$ cat src/swst_consts.svh
// timing constants for the single wire slot timing master
// Functional notes
// - every bit slot lasts at least 60 us and under 120 us
// - write one: low at least 1 us, under 15 us, then release
// - write zero: low at least 60 us, within the slot
// - at least 1 us released recovery between slots
// - read slot starts with 1 to 15 us low, then release
// - read bit valid 1 us after fall, held 14 us; sample inside 15 us
// - after reset, wait 480 us high before next reset or slot
// - total program pulse time per address never exceeds 5 ms
// - reset pulse low at least 480 us, then release and listen
// - program level held 480 us, then back to pulled-up idle
`ifndef SWST_CONSTS_SVH
`define SWST_CONSTS_SVH
`define SWST_CLK_MHZ 20
`define SWST_SLOT_US 70
`define SWST_ONE_LOW_US 6
`define SWST_ZERO_LOW_US 62
`define SWST_READ_LOW_US 2
`define SWST_SAMPLE_US 12
`define SWST_REC_US 2
`define SWST_RST_LOW_US 500
`define SWST_RST_HIGH_US 500
`define SWST_PRES_SAMPLE_US 70
`define SWST_PROG_US 480
`define SWST_PROG_MAX_US 5000
`define SWST_LOW_MIN_US 1
`define SWST_LOW_MAX_US 15
`define SWST_SLOT_MIN_US 60
`define SWST_SLOT_MAX_US 120
`define SWST_REC_MIN_US 1
`define SWST_RST_MIN_US 480
`define SWST_CYC(us) ((us) * `SWST_CLK_MHZ)
`endif

$ cat src/swst_pkg.sv
// types for the single wire slot timing master
package swst_pkg;
    typedef enum logic [2:0] {
        SWST_CMD_RESET,
        SWST_CMD_WRITE0,
        SWST_CMD_WRITE1,
        SWST_CMD_READ,
        SWST_CMD_PROGRAM
    } swst_cmd_t;
    typedef enum logic [2:0] {
        SWST_IDLE,
        SWST_LOW,
        SWST_HIGH,
        SWST_PROG,
        SWST_REC
    } swst_state_t;
endpackage : swst_pkg

$ cat src/swst_fifo.sv
// valid/ready fifo for command words
module swst_fifo #(
    parameter int WIDTH = 3,
    parameter int DEPTH = 16
) (
    input wire logic ref_clk,
    input wire logic resetn,
    input wire logic inValid,
    output logic inReady,
    input wire logic [WIDTH-1:0] inData,
    output logic outValid,
    input wire logic outReady,
    output logic [WIDTH-1:0] outData
);
    localparam int AW = $clog2(DEPTH);
    logic [WIDTH-1:0] mem [DEPTH];
    logic [AW:0] wrPtr;
    logic [AW:0] rdPtr;
    logic pushEn;
    logic popEn;
    assign inReady = (wrPtr - rdPtr) != (AW+1)'(DEPTH);
    assign outValid = wrPtr != rdPtr;
    assign outData = mem[rdPtr[AW-1:0]];
    assign pushEn = inValid && inReady;
    assign popEn = outValid && outReady;
    always_ff @(posedge ref_clk) begin
        if (pushEn) begin
            mem[wrPtr[AW-1:0]] <= inData;
        end
    end
    always_ff @(posedge ref_clk or negedge resetn) begin
        if (!resetn) begin
            wrPtr <= '0;
            rdPtr <= '0;
        end else begin
            if (pushEn) begin
                wrPtr <= wrPtr + 1'b1;
            end
            if (popEn) begin
                rdPtr <= rdPtr + 1'b1;
            end
        end
    end
endmodule : swst_fifo

$ cat src/swst_master.sv
// single wire slot timing master: reset, write, read and program slots
`include "swst_consts.svh"
module swst_master #(
    parameter int PROG_MAX_CYC = `SWST_CYC(`SWST_PROG_MAX_US),
    parameter int RST_CYC = `SWST_CYC(`SWST_RST_LOW_US),
    parameter int PROG_CYC = `SWST_CYC(`SWST_PROG_US)
) (
    input wire logic ref_clk,
    input wire logic resetn,
    input wire logic cmdValid,
    output logic cmdReady,
    input wire logic [2:0] cmdCode,
    input wire logic progClear,
    output logic resultValid,
    output logic resultBit,
    output logic busy,
    output logic progLimit,
    input wire logic lineIn,
    output logic lineOut,
    output logic lineOe,
    output logic progOe
);
    // ------------------------------------------------------------
    // timing counts
    // ------------------------------------------------------------
    localparam int SLOT_CYC = `SWST_CYC(`SWST_SLOT_US);
    localparam int ONE_CYC = `SWST_CYC(`SWST_ONE_LOW_US);
    localparam int ZERO_CYC = `SWST_CYC(`SWST_ZERO_LOW_US);
    localparam int READ_CYC = `SWST_CYC(`SWST_READ_LOW_US);
    localparam int SAMP_CYC = `SWST_CYC(`SWST_SAMPLE_US);
    localparam int REC_CYC = `SWST_CYC(`SWST_REC_US);
    localparam int RSTH_CYC = `SWST_CYC(`SWST_RST_HIGH_US);
    localparam int PRES_CYC = `SWST_CYC(`SWST_PRES_SAMPLE_US);
    localparam int LOW_MIN_CYC = `SWST_CYC(`SWST_LOW_MIN_US);
    localparam int LOW_MAX_CYC = `SWST_CYC(`SWST_LOW_MAX_US);
    localparam int SLOT_MIN_CYC = `SWST_CYC(`SWST_SLOT_MIN_US);
    localparam int SLOT_MAX_CYC = `SWST_CYC(`SWST_SLOT_MAX_US);
    localparam int REC_MIN_CYC = `SWST_CYC(`SWST_REC_MIN_US);
    localparam int RST_MIN_CYC = `SWST_CYC(`SWST_RST_MIN_US);
    localparam int CW = 20;
    // ------------------------------------------------------------
    // command fifo
    // ------------------------------------------------------------
    logic qValid;
    logic qReady;
    logic [2:0] qData;
    swst_fifo #(.WIDTH(3), .DEPTH(16)) u_fifo (
        .ref_clk(ref_clk),
        .resetn(resetn),
        .inValid(cmdValid),
        .inReady(cmdReady),
        .inData(cmdCode),
        .outValid(qValid),
        .outReady(qReady),
        .outData(qData)
    );
    swst_pkg::swst_state_t state;
    swst_pkg::swst_cmd_t cmd;
    logic [CW-1:0] cnt;
    logic [CW-1:0] lowLen;
    logic [CW-1:0] highLen;
    logic [CW-1:0] progTotal;
    logic sampled;
    logic takeProg;
    logic takeLow;
    logic [CW-1:0] lowRun;
    logic [CW-1:0] highRun;
    logic [CW-1:0] slotRun;
    logic afterRst;
    assign qReady = (state == swst_pkg::SWST_IDLE) && !progLimit;
    assign takeProg = qValid && qReady && swst_pkg::swst_cmd_t'(qData) == swst_pkg::SWST_CMD_PROGRAM;
    assign takeLow = qValid && qReady && !takeProg;
    assign busy = state != swst_pkg::SWST_IDLE;
    // ------------------------------------------------------------
    // slot sequencer
    // ------------------------------------------------------------
    always_ff @(posedge ref_clk or negedge resetn) begin
        if (!resetn) begin
            state <= swst_pkg::SWST_IDLE;
            cmd <= swst_pkg::SWST_CMD_RESET;
            cnt <= '0;
            lowLen <= '0;
            highLen <= '0;
        end else begin
            case (state)
                swst_pkg::SWST_IDLE: begin
                    cnt <= '0;
                    if (qValid && qReady) begin
                        cmd <= swst_pkg::swst_cmd_t'(qData);
                        case (swst_pkg::swst_cmd_t'(qData))
                            swst_pkg::SWST_CMD_RESET: begin
                                lowLen <= CW'(RST_CYC);
                                highLen <= CW'(RSTH_CYC);
                            end
                            swst_pkg::SWST_CMD_WRITE0: begin
                                lowLen <= CW'(ZERO_CYC);
                                highLen <= CW'(SLOT_CYC - ZERO_CYC);
                            end
                            swst_pkg::SWST_CMD_WRITE1: begin
                                lowLen <= CW'(ONE_CYC);
                                highLen <= CW'(SLOT_CYC - ONE_CYC);
                            end
                            default: begin
                                lowLen <= CW'(READ_CYC);
                                highLen <= CW'(SLOT_CYC - READ_CYC);
                            end
                        endcase
                        if (swst_pkg::swst_cmd_t'(qData) == swst_pkg::SWST_CMD_PROGRAM) begin
                            state <= swst_pkg::SWST_PROG;
                        end else begin
                            state <= swst_pkg::SWST_LOW;
                        end
                    end
                end
                swst_pkg::SWST_LOW: begin
                    if (cnt == lowLen - 1'b1) begin
                        cnt <= '0;
                        state <= swst_pkg::SWST_HIGH;
                    end else begin
                        cnt <= cnt + 1'b1;
                    end
                end
                swst_pkg::SWST_HIGH: begin
                    if (cnt == highLen - 1'b1) begin
                        cnt <= '0;
                        state <= swst_pkg::SWST_REC;
                    end else begin
                        cnt <= cnt + 1'b1;
                    end
                end
                swst_pkg::SWST_PROG: begin
                    if (cnt == CW'(PROG_CYC - 1)) begin
                        cnt <= '0;
                        state <= swst_pkg::SWST_REC;
                    end else begin
                        cnt <= cnt + 1'b1;
                    end
                end
                swst_pkg::SWST_REC: begin
                    if (cnt == CW'(REC_CYC - 1)) begin
                        cnt <= '0;
                        state <= swst_pkg::SWST_IDLE;
                    end else begin
                        cnt <= cnt + 1'b1;
                    end
                end
                default: state <= swst_pkg::SWST_IDLE;
            endcase
        end
    end
    // ------------------------------------------------------------
    // line drive: open drain low, separate program enable
    // ------------------------------------------------------------
    always_ff @(posedge ref_clk or negedge resetn) begin
        if (!resetn) begin
            lineOe <= 1'b0;
            progOe <= 1'b0;
        end else begin
            // drive starts on the accepting edge, so each pulse lasts exactly its count
            lineOe <= takeLow || ((state == swst_pkg::SWST_LOW) && !(cnt == lowLen - 1'b1));
            progOe <= takeProg || ((state == swst_pkg::SWST_PROG) && !(cnt == CW'(PROG_CYC - 1)));
        end
    end
    assign lineOut = 1'b0;
    // ------------------------------------------------------------
    // sampling: read bit inside 15 us window, presence after reset
    // ------------------------------------------------------------
    always_ff @(posedge ref_clk or negedge resetn) begin
        if (!resetn) begin
            resultValid <= 1'b0;
            resultBit <= 1'b0;
            sampled <= 1'b0;
        end else begin
            resultValid <= 1'b0;
            if (state == swst_pkg::SWST_IDLE) begin
                sampled <= 1'b0;
            end else if (state == swst_pkg::SWST_HIGH && !sampled) begin
                if (cmd == swst_pkg::SWST_CMD_READ && cnt == CW'(SAMP_CYC - READ_CYC)) begin
                    resultBit <= lineIn;
                    resultValid <= 1'b1;
                    sampled <= 1'b1;
                end else if (cmd == swst_pkg::SWST_CMD_RESET && cnt == CW'(PRES_CYC)) begin
                    resultBit <= !lineIn;
                    resultValid <= 1'b1;
                    sampled <= 1'b1;
                end
            end
        end
    end
    // ------------------------------------------------------------
    // program pulse budget; software clears on address change
    // ------------------------------------------------------------
    always_ff @(posedge ref_clk or negedge resetn) begin
        if (!resetn) begin
            progTotal <= '0;
        end else if (progClear) begin
            // a pulse cycle that meets the clear still counts against the budget
            progTotal <= CW'(state == swst_pkg::SWST_PROG);
        end else if (state == swst_pkg::SWST_PROG) begin
            progTotal <= progTotal + 1'b1;
        end
    end
    // refuse every new command unless a whole program pulse still fits in the budget
    assign progLimit = (progTotal + CW'(PROG_CYC)) > CW'(PROG_MAX_CYC);
    // ------------------------------------------------------------
    // check helpers
    // ------------------------------------------------------------
    // highRun starts saturated: a freshly reset line counts as long idle
    always_ff @(posedge ref_clk or negedge resetn) begin
        if (!resetn) begin
            lowRun <= '0;
            highRun <= '1;
            slotRun <= '0;
            afterRst <= 1'b0;
        end else begin
            lowRun <= lineOe ? lowRun + 1'b1 : '0;
            if (lineOe) begin
                highRun <= '0;
                afterRst <= cmd == swst_pkg::SWST_CMD_RESET;
            end else if (highRun != '1) begin
                highRun <= highRun + 1'b1;
            end
            slotRun <= busy ? slotRun + 1'b1 : '0;
        end
    end
    // ------------------------------------------------------------
    // checks
    // ------------------------------------------------------------
    property p_rec;
        @(posedge ref_clk) disable iff (!resetn)
        $rose(lineOe) |-> highRun >= CW'(REC_MIN_CYC);
    endproperty
    a_rec: assert property (p_rec) else $error("recovery too short");
    property p_one;
        @(posedge ref_clk) disable iff (!resetn)
        $fell(lineOe) && cmd == swst_pkg::SWST_CMD_WRITE1
            |-> lowRun >= CW'(LOW_MIN_CYC) && lowRun < CW'(LOW_MAX_CYC);
    endproperty
    a_one: assert property (p_one) else $error("write one low wrong");
    property p_zero;
        @(posedge ref_clk) disable iff (!resetn)
        $fell(lineOe) && cmd == swst_pkg::SWST_CMD_WRITE0
            |-> lowRun >= CW'(SLOT_MIN_CYC) && lowRun < CW'(SLOT_MAX_CYC);
    endproperty
    a_zero: assert property (p_zero) else $error("write zero low wrong");
    property p_read;
        @(posedge ref_clk) disable iff (!resetn)
        $fell(lineOe) && cmd == swst_pkg::SWST_CMD_READ
            |-> lowRun >= CW'(LOW_MIN_CYC) && lowRun < CW'(LOW_MAX_CYC);
    endproperty
    a_read: assert property (p_read) else $error("read low wrong");
    property p_samp;
        @(posedge ref_clk) disable iff (!resetn)
        $rose(lineOe) && cmd == swst_pkg::SWST_CMD_READ |-> ##[200:299] resultValid;
    endproperty
    a_samp: assert property (p_samp) else $error("read sample outside window");
    property p_slot;
        @(posedge ref_clk) disable iff (!resetn)
        $rose(state == swst_pkg::SWST_REC) && cmd != swst_pkg::SWST_CMD_RESET
            && cmd != swst_pkg::SWST_CMD_PROGRAM
            |-> slotRun >= CW'(SLOT_MIN_CYC) && slotRun < CW'(SLOT_MAX_CYC);
    endproperty
    a_slot: assert property (p_slot) else $error("slot length wrong");
    property p_rst;
        @(posedge ref_clk) disable iff (!resetn)
        $fell(lineOe) && cmd == swst_pkg::SWST_CMD_RESET |-> lowRun >= CW'(RST_CYC);
    endproperty
    a_rst: assert property (p_rst) else $error("reset low too short");
    property p_prog;
        @(posedge ref_clk) disable iff (!resetn)
        progOe |-> progTotal < CW'(PROG_MAX_CYC);
    endproperty
    a_prog: assert property (p_prog) else $error("program over budget");
    property p_rsth;
        @(posedge ref_clk) disable iff (!resetn)
        $rose(lineOe) && afterRst |-> highRun >= CW'(RST_MIN_CYC);
    endproperty
    a_rsth: assert property (p_rsth) else $error("reset high too short");
    c_read: cover property (@(posedge ref_clk) resultValid && cmd == swst_pkg::SWST_CMD_READ);
    c_pres: cover property (@(posedge ref_clk) resultValid && cmd == swst_pkg::SWST_CMD_RESET);
    c_prog: cover property (@(posedge ref_clk) $fell(progOe));
    c_full: cover property (@(posedge ref_clk) !cmdReady);
endmodule : swst_master

$ cat config.mk
export PLATFORM = sky130hd
export DESIGN_NAME = swst_master
export DESIGN_NICKNAME = d
export VERILOG_FILES = /design/src/swst_pkg.sv /design/src/swst_fifo.sv /design/src/swst_master.sv
export VERILOG_INCLUDE_DIRS = /design/src
export SDC_FILE = /design/constraint.sdc
export NUM_CORES = 1
export LEC_CHECK = 0
export ABC_AREA = 1
export BUFFER_PORTS_ARGS = -buffer_cell sky130_fd_sc_hd__buf_2
export CAP_MARGIN = 0
export CORE_ASPECT_RATIO = 0.9
export CORE_MARGIN = 3
export CORE_UTILIZATION = 35
export DETAILED_ROUTE_END_ITERATION = 8
export PLACE_DENSITY_LB_ADDON = 0.08
export SLEW_MARGIN = 20
export SYNTH_ARGS = -nofsm -noshare
export SYNTH_HDL_FRONTEND = slang
export SYNTH_HIERARCHICAL = 1
export SYNTH_SLANG_ARGS = --single-unit
$ cat constraint.sdc
create_clock -name ref_clk -period 5.89 [get_ports ref_clk]
set_clock_uncertainty 0.2 [all_clocks]
set_input_delay 1.178 -clock ref_clk [delete_from_list [all_inputs] [get_ports ref_clk]]
set_output_delay 1.178 -clock ref_clk [all_outputs]
set_load 0.02 [all_outputs]
==> reports/qor.yml, run 1 <==
status: "finished, final reports clean"
grt_max_degree: 72
fin_setup_tns_ns: 0
r2r_start: "u_fifo/rdPtr[0]"
leakagePower_uw: 0.003568
ys_seq_elements: 119
design_area_um2: 7990
drive_gt1_share_pct: 9.906
via_per_inst: 4.895
postSynthAreaPerCell_um2: 7.626
cts_tree: "built"
fin_ws_ns: 2.007
synth_area_um2: 7153
finalHoldViolCount: 0
hold_ws_ns: 0.2898
worst-path-stages: 11
chipWidth_um: 156.7
wl_per_cell_um: 15.03
cts_repair_resize_count: 0
timing.fmax_mhz: 257.6
numClockSinks: 119
nets: 971
crit_chain: "inv_1 > ha_1 > nand2_1 > nand2_1 > nand2_1 > nand2_1 > nand2_1 > nand2_1 > inv_2 > nand2_4 > buf_2"
core-area_um2: 19640
crit_path_start_kind: "flip-flop"
crit_type: "reg2out"
synth_top_area_cell: "dfrtp_1"
crit_path_top_delay_cell: "dfrtp_1"
yosys-top-cells-area: "dfrtp_1 25%, edfxtp_1 20%, nand2_1 13%"
die_area_um2: 22190
gp_congestion: 0.9034
grt_pass1_wl_um: 30350
start_util_pct: 36.42
finalSetupViolations: 0
post_cts_buffers: 0
numPortBuffers: 14
path_buf_inv: 3
antenna_found_initial: 0
htreeDepth: 4
rsz0062_at_grt: "false"
synth_top_area_share_pct: 24.84
n_antenna_cell: 0
synth_edf_count: 48
num_rows: 48
ys_seq_area_share_pct: 44.99
clockBufferDepth: 2
worst_slew_pin_slew_ns: 0.9419
power_density_nw_per_um2: 459.0
crit_family: "flip-flops"
syn_to_final_growth_pct: 11.70
r2r_end: "state[1]"
setup.worst_path.end: "cmdReady"
grt.total_usage_pct: 17.30
required_ns: 4.51
drc: 0
endpoint_kind: "output port"
cts_inserted_buffers: 17
dr.pass1.iters: 5
r2r_cells: 12
die_y_um: 141.6
synth_nets: 963
postPlaceCellArea_um2: 7400
final_util_pct: 40.69
crit_start: "u_fifo/rdPtr[1]"
min_period_over_period_pct: 65.92
hpwl_um: 12940
crit_path_frequent_cell: "nand2_1"
ys.warnings.count: 6
cpPeakStageDelay_ns: 0.71
wl_um: 18170
clkSlewWorstSetupHoldPaths_ns: 0.06
critPathMaxFanout: 21
first_iter_violations: 423
slew_viol_final: 0
synth_cell_type_count: 37
gr-total-overflow: 0
ir_worst_vdd_uv: 177.7
vias: 5918
r2r_slack_ns: 2.47
ys.flop_type: "dfrtp_1"
synthCells: 938
clkLatencyLatePin_ns: 0.42
ant_nets: 0
dp_worst_setup_slack_ns: 2.430
clockRootBuffer: "clkbuf_16"
boundaryPins: 16
critPathArrivalTime_ns: 2.50
hp-class: "reg2reg"
ys_async_sr_fraction_pct: 59.66
maxSlewHeadroom_pct: 37.21
drv_cap: 0
grt_pass1_vias: 5792
holdBufCountCts: 0
period_needed_ns: 3.883
## cell type report
type                       instances  area, um2
fill                            2024      11650
multi-input combinational        677       3353
sequential                       119       3218
inverter                         116      435.4
clock buffer                      17      425.4
tap                              250      312.8
clock inverter                    15      165.2
timing repair buffer              15      80.08
## synth_stat cells, types with 2 or more instances
library cell	number
xnor2_1	5
o21ai_0	61
o22ai_1	7
o211ai_1	6
buf_6	3
clkbuf_1	8
nor4_1	2
nand2_1	256
ha_1	17
nor3_2	4
nor2_2	13
buf_2	12
o21ai_1	4
nand4_1	13
xor2_1	20
inv_1	110
dfrtp_1	71
buf_4	3
nand3_1	80
inv_2	6
nand2_2	4
nor3_1	25
a21oi_1	19
nor2_4	6
o21ai_2	10
nor2_1	113
nand2_4	3
edfxtp_1	48
## tightest hold or removal path: stages, from the launching register on
cell     delay, ns
dfrtp_1       0.34
nand2_1       0.05
nand2_1       0.06
## power breakdown
part           switching, uW  internal, uW
Clock                    425           631
Sequential               176           999
Combinational            978           458
Total                   1580          2090
## cells in the final DEF, fill, tap and decap left out, types with 19 or more instances in the layout
cell type,n
a21oi_1,19
nor2_1,113
o21ai_0,61
xor2_1,20
edfxtp_1,48
nand2_1,256
inv_1,110
dfrtp_1,71
nand3_1,80
nor3_1,25
## registers in the layout (all words and copies together) (netlist names)
| name | cells |
|---|---|
| u_fifo/mem | 48 |
| cnt | 20 |
| progTotal | 20 |
| highLen | 5 |
| lowLen | 5 |
| u_fifo/rdPtr | 5 |
| u_fifo/wrPtr | 5 |
| cmd | 3 |
| state | 3 |
| lineOe | 1 |
| progOe | 1 |
| resultBit | 1 |
| resultValid | 1 |
| sampled | 1 |
## worst min-delay path by stage
stage / start / to / slack [ns] / depth (start not counted)
floorplan: state[0] / state[0] / 0.24 / 2
detailed placement: sampled / sampled / 0.28 / 2
finish: sampled / sampled / 0.29 / 2
CTS: sampled / sampled / 0.30 / 2
global route: state[0] / state[0] / 0.32 / 2
global placement: state[0] / state[0] / 0.26 / 2
## through the flow
| step | power [uW] | cells |
|---|---|---|
| 6_report | 3667 | 1209 |
| 5_1_grt | 3984 | 1209 |
| 4_1_cts | 3700 | 1209 |
| 3_5_place_dp | 2626 | 1177 |
| 3_3_place_gp | 2641 | 1177 |
| 2_1_floorplan | 2287 | 938 |
## logic make-up (layout without fill, tap and decap cells)
family / Yosys count / in the layout / share of synthesized area, %
flops: 119 / 119 / 44.99
simple gates: 522 / 522 / 31.76
compound gates: 112 / 112 / 9.026
xor+xnor: 25 / 25 / 3.061
fa+ha+maj: 17 / 17 / 2.974
other cells: 1 / 1 / 0.05242
buf+inv: 142 / 163 / 8.134
## per-layer routing
metal,global-route usage (%),vias up,wire (um)
li1,-,3055,-
met1,25.53,2751,9526
met2,25.88,94,7796
met3,3.751,18,647
met4,4.238,0,195
met5,0,-,0
Power figures use the tool's default switching activity.
==> run 2: changes to the inputs <==
--- a/config.mk
+++ b/config.mk
@@ -6,7 +6,7 @@
 export SDC_FILE = /design/constraint.sdc
 export NUM_CORES = 1
 export LEC_CHECK = 0
-export ABC_AREA = 1
+export ABC_AREA = 0
 export BUFFER_PORTS_ARGS = -buffer_cell sky130_fd_sc_hd__buf_2
 export CAP_MARGIN = 0
 export CORE_ASPECT_RATIO = 0.9
==> constraint.sdc (replaced) <==
create_clock -name ref_clk -period 3.7 [get_ports ref_clk]
set_clock_uncertainty 0.2 [all_clocks]
set_input_delay 0.74 -clock ref_clk [delete_from_list [all_inputs] [get_ports ref_clk]]
set_output_delay 0.74 -clock ref_clk [all_outputs]
set_load 0.02 [all_outputs]
==> reports/qor.yml, run 2 <==
status: "finished, final reports clean"
grt_max_degree: 72
htreeDepth: 4
power_density_nw_per_um2: 748.8
ys.warnings.count: 6
crit_type: "reg2out"
gr-total-overflow: 0
crit_chain: "inv_1 > ha_1 > or4b_1 > a211o_1 > o211ai_1 > a2111oi_1 > or4_4 > buf_2"
finalSetupViolations: 0
power_switching_uw: 2294
drc: 0
cpPeakStageDelay_ns: 0.47
power.share.switching_pct: 38.12
critPathMaxFanout: 4
grt_pass1_wl_um: 28650
synthCells: 696
synth_cell_type_count: 83
slew_viol_final: 0
drv_cap: 0
wl_per_cell_um: 17.62
clkLatencyLatePin_ns: 0.42
via_per_inst: 5.442
worst_slew_pin_slew_ns: 0.9541
leakagePower_uw: 0.003138
n_antenna_cell: 0
period_needed_ns: 3.573
synth_common_cells: "84 x nand2_1, 71 x dfrtp_1, 50 x nor2_1"
p_total_uw: 6017
hp-class: "reg2reg"
synth_top_area_cell: "dfrtp_1"
hold_ws_ns: 0.2694
clockBufferDepth: 2
synth_top_area_share_pct: 25.12
r2r_cells: 10
core-area_um2: 19520
synth_edf_count: 48
pwr-share-clk_pct: 29.4
num_rows: 48
crit_path_top_delay_cell: "or4_4"
largest_register_ff_count: 48
start_util_pct: 36.23
p_comb_share_pct: 40.6
stdcell_count: 969
ys_seq_elements: 119
die_area_um2: 21950
dp.cells: 936
ys.flop_type: "dfrtp_1"
maxSlewHeadroom_pct: 36.40
final_common_cell: "nand2_1"
clockRootBuffer: "clkbuf_16"
ant_nets: 0
cts_tree: "built"
layout_common_cells: "84 x nand2_1, 70 x dfrtp_1, 50 x nor2_1, 48 x edfxtp_1, 35 x inv_1"
syn_to_final_growth_pct: 13.62
min_period_over_period_pct: 96.56
r2r_slack_ns: 0.34
postSynthAreaPerCell_um2: 10.16
r2r_start: "lowLen[3]"
p_int_uw: 3723
final_util_pct: 41.17
drive_gt1_share_pct: 16.83
finalHoldViolCount: 0
hpwl_um: 11990
synth_nets: 721
ir_worst_vdd_uv: 345.5
r2r_end: "cnt[2]"
chipWidth_um: 155.8
hp-start: "sampled"
endpoint_kind: "output port"
die_y_um: 140.9
ys_async_sr_fraction_pct: 59.66
wl_um: 17080
gp_congestion: 0.8588
timing.fmax_mhz: 279.9
synth_area_um2: 7072
crit_path_start_kind: "flip-flop"
whs_endpoint: "resultValid"
grt_pass1_vias: 5360
dr.pass1.iters: 4
numPortBuffers: 14
antenna_found_initial: 0
cts_inserted_buffers: 17
ys_seq_area_share_pct: 45.51
critPathArrivalTime_ns: 2.63
rsz0062_at_grt: "true"
required_ns: 2.76
yosys-top-cells-area: "dfrtp_1 25%, edfxtp_1 20%, nand2_1 4.5%"
vias: 5273
grt.total_usage_pct: 16.49
clkSlewWorstSetupHoldPaths_ns: 0.06
nets: 731
boundaryPins: 16
yosysMostFrequentCell: "nand2_1"
numClockSinks: 119
worstHoldPathCells: 1
first_iter_violations: 321
seq_power_share_pct: 29.9
==> run 2: cell types whose count changed in the layout (fill, tap and decap cells not counted), sizes merged, moves of 16 or more <==
cell   before  now
buf        15   34
inv       123   38
nand2     263   85
nand3      80   19
nor2      132   51
o21ai      75   14
or3         0   16
xnor2       5   27
==> run 2: cells by family (layout without fill, tap and decap cells) <==
group	count (synthesis)	count (layout)	synth area share [%]
simple gates	294	294	22.15
flops	119	119	45.51
compound gates	116	116	12.88
buf+inv	79	102	4.812
xor+xnor	41	41	5.184
mux	29	29	6.405
fa+ha+maj	17	17	3.008
other cells	1	1	0.05303
==> run 2: worst max-delay path: cells and delay by family (launching register included) <==
| family | cells | cell delay, ns |
|---|---|---|
| compound gates | 3 | 0.50 |
| fa+ha+maj | 1 | 0.14 |
| buf+inv | 2 | 0.28 |
| flops | 1 | 0.39 |
| simple gates | 2 | 0.91 |
==> run 2: final cells by class <==
class                      instances  area, um2
clock buffer                      18      429.2
multi-input combinational        498       3517
clock inverter                    14      198.9
sequential                       119       3219
tap                              250      312.8
timing repair buffer              34      222.7
inverter                          36      135.1
fill                            1872      11480
==> run 2: worst max path at each step <==
stage,from,end,cells after the start
6_report,progTotal[0],progLimit,8
3_5_place_dp,lowLen[3],cnt[2],10
2_1_floorplan,progTotal[7],cmd[2],12
5_1_grt,progTotal[0],progLimit,8
4_1_cts,progTotal[0],progLimit,8
3_3_place_gp,lowLen[3],cnt[2],10
==> run 2: timing repair <==
item | 4_1_cts | 5_1_grt
gates resized for setup | 0 | 2
endpoints found under the setup margin | 0 | 2
hold buffers | 0 | 0
setup buffers | 0 | 1
==> run 2: power groups by stage <==
stage / sequential [uW] / combinational, uW / clock [uW]
6_report: 1800 / 2450 / 1770
5_1_grt: 1840 / 2700 / 1880
3_5_place_dp: 1830 / 2460 / 0
2_1_floorplan: 1780 / 1860 / 0
3_3_place_gp: 1820 / 2420 / 0
4_1_cts: 1810 / 2470 / 1810
==> run 2: through the flow <==
step                      cell area (um2)  worst slack, ns  setup TNS (ns)
after floorplan                      7072           0.6084               0
after global placement               7395           0.4472               0
after detailed placement             7395           0.3658               0
after CTS                            8023          0.01566               0
after global routing                 8035         -0.02938        -0.02938
final                                8035           0.1273               0
==> run 2: routing by layer <==
metal,routed length [um],share of wire [%],vias up,GRT usage [%]
met1,7981,47,2576,22.03
met2,8170,48,121,26.97
met5,0,0,-,0
met4,182,1.1,0,4.414
met3,744,4.4,14,3.867
li1,-,-,2562,-
==> run 3: changes to the inputs <==
==> constraint.sdc (replaced) <==
create_clock -name ref_clk -period 3.8 [get_ports ref_clk]
set_clock_uncertainty 0.2 [all_clocks]
set_input_delay 0.76 -clock ref_clk [delete_from_list [all_inputs] [get_ports ref_clk]]
set_output_delay 0.76 -clock ref_clk [all_outputs]
set_load 0.02 [all_outputs]
==> reports/qor.yml, run 3 (synthesis gave the netlist of run 2 again) <==
clkLatencyLatePin_ns: 0.42
multiInputGateArea_um2: 3517
n_antenna_cell: 0
grt_max_degree: 72
ant_nets: 0
ir_worst_vdd_uv: 289.0
r2r_slack_ns: 0.34
min_period_over_period_pct: 94.50
timing.fmax_mhz: 278.5
endpoint_kind: "output port"
num_rows: 48
finalSetupViolations: 0
fin_setup_tns_ns: 0
via_per_inst: 5.442
layout_common_cells: "84 x nand2_1, 70 x dfrtp_1, 50 x nor2_1, 48 x edfxtp_1, 35 x inv_1"
required_ns: 2.84
p_int_uw: 3472
slew_viol_final: 0
hpwl_um: 11900
r2r_start: "lowLen[3]"
crit_type: "reg2out"
wl_um: 17030
cts_inserted_buffers: 17
dr.pass1.iters: 4
cts_tree: "built"
stdcell_count: 966
hp-class: "in2async"
power_density_nw_per_um2: 713.8
drive_gt1_share_pct: 16.62
p_comb_share_pct: 41.2
finalHoldViolCount: 0
clockRootBuffer: "clkbuf_16"
seq_power_share_pct: 31.5
first_iter_violations: 272
gp_congestion: 0.8157
crit_path_start_kind: "flip-flop"
drc: 0
seqCellArea_um2: 3219
antenna_found_initial: 0
period_needed_ns: 3.591
p_total_uw: 5692
boundaryPins: 16
hold_ws_ns: 0.07781
power.share.switching_pct: 39.02
power_switching_uw: 2221
critPathMaxFanout: 4
dp.cells: 931
numPortBuffers: 14
leakagePower_uw: 0.003100
status: "finished, final reports clean"
pwr-share-clk_pct: 27.3
chipWidth_um: 155.8
grt.total_usage_pct: 16.30
r2r_cells: 10
clkSlewWorstSetupHoldPaths_ns: 0.06
rsz0062_at_grt: "false"
core-area_um2: 19520
holdBufCountCts: 0
grt_pass1_wl_um: 28350
drv_cap: 0
grt_pass1_vias: 5196
vias: 5257
gr-total-overflow: 0
wl_per_cell_um: 17.62
fillCellCount: 1885
die_y_um: 140.9
numClockSinks: 119
nets: 729
htreeDepth: 4
largest_register_ff_count: 48
postPlaceCellArea_um2: 7357
r2r_end: "cnt[2]"
critPathArrivalTime_ns: 2.63
worst_slew_pin_slew_ns: 0.9325
die_area_um2: 21950
maxSlewHeadroom_pct: 37.83
syn_to_final_growth_pct: 12.77
final_common_cell: "nand2_1"
design_area_um2: 7975
clockBufferDepth: 2
start_util_pct: 36.23
run 3: worst max path at each step:
stage | startpoint | endpoint | cells after the start
CTS | progTotal[7] | progLimit | 8
global placement | lowLen[3] | cnt[2] | 10
detailed placement | lowLen[3] | cnt[2] | 10
floorplan | progTotal[7] | cmd[2] | 12
global route | progTotal[8] | progLimit | 8
finish | progTotal[0] | progLimit | 8
run 3: final cells by class:
| cell class | count | area share [%] |
|---|---|---|
| well taps | 250 | 3.922 |
| inverters | 36 | 1.694 |
| multi-input cells | 498 | 44.10 |
| clock inverters | 13 | 1.679 |
| repair buffers | 32 | 2.855 |
| clock buffers | 18 | 5.381 |
| flip-flops and latches | 119 | 40.37 |
run 3: what timing repair did:
item                                    4_1_cts  5_1_grt
setup buffers                                 0        3
endpoints found under the setup margin        0        2
resized for setup                             0        2
run 3: stage by stage:
stage | utilization, % | worst slack [ns]
6_report | 40.86 | 0.2091
5_1_grt | 40.86 | 0.02910
4_1_cts | 40.58 | 0.02115
3_5_place_dp | 37.69 | 0.3493
3_3_place_gp | 37.69 | 0.3978
2_1_floorplan | - | 0.7084
run 3: layer usage:
metal	vias to the layer above	track usage, %	wire length, um
met4	0	5.297	242
met5	-	0	0
li1	2546	-	-
met1	2611	22.92	8255
met2	83	25.54	8004
met3	17	2.947	522
run 3: critical path, cell delays in order, from the launching register on:
cell and delay (ns):
dfrtp_1 0.39, inv_1 0.09, ha_1 0.14, or4b_1 0.43
a211o_1 0.30, o211ai_1 0.09, a2111oi_1 0.11, or4_4 0.48
buf_2 0.19
run 3: power groups by stage:
stage	sequential, uW	clock, uW	combinational (uW)
global placement	1810	0	2300
floorplan	1730	0	1810
finish	1790	1560	2340
detailed placement	1820	0	2340
CTS	1790	1600	2350
global route	1830	1650	2620
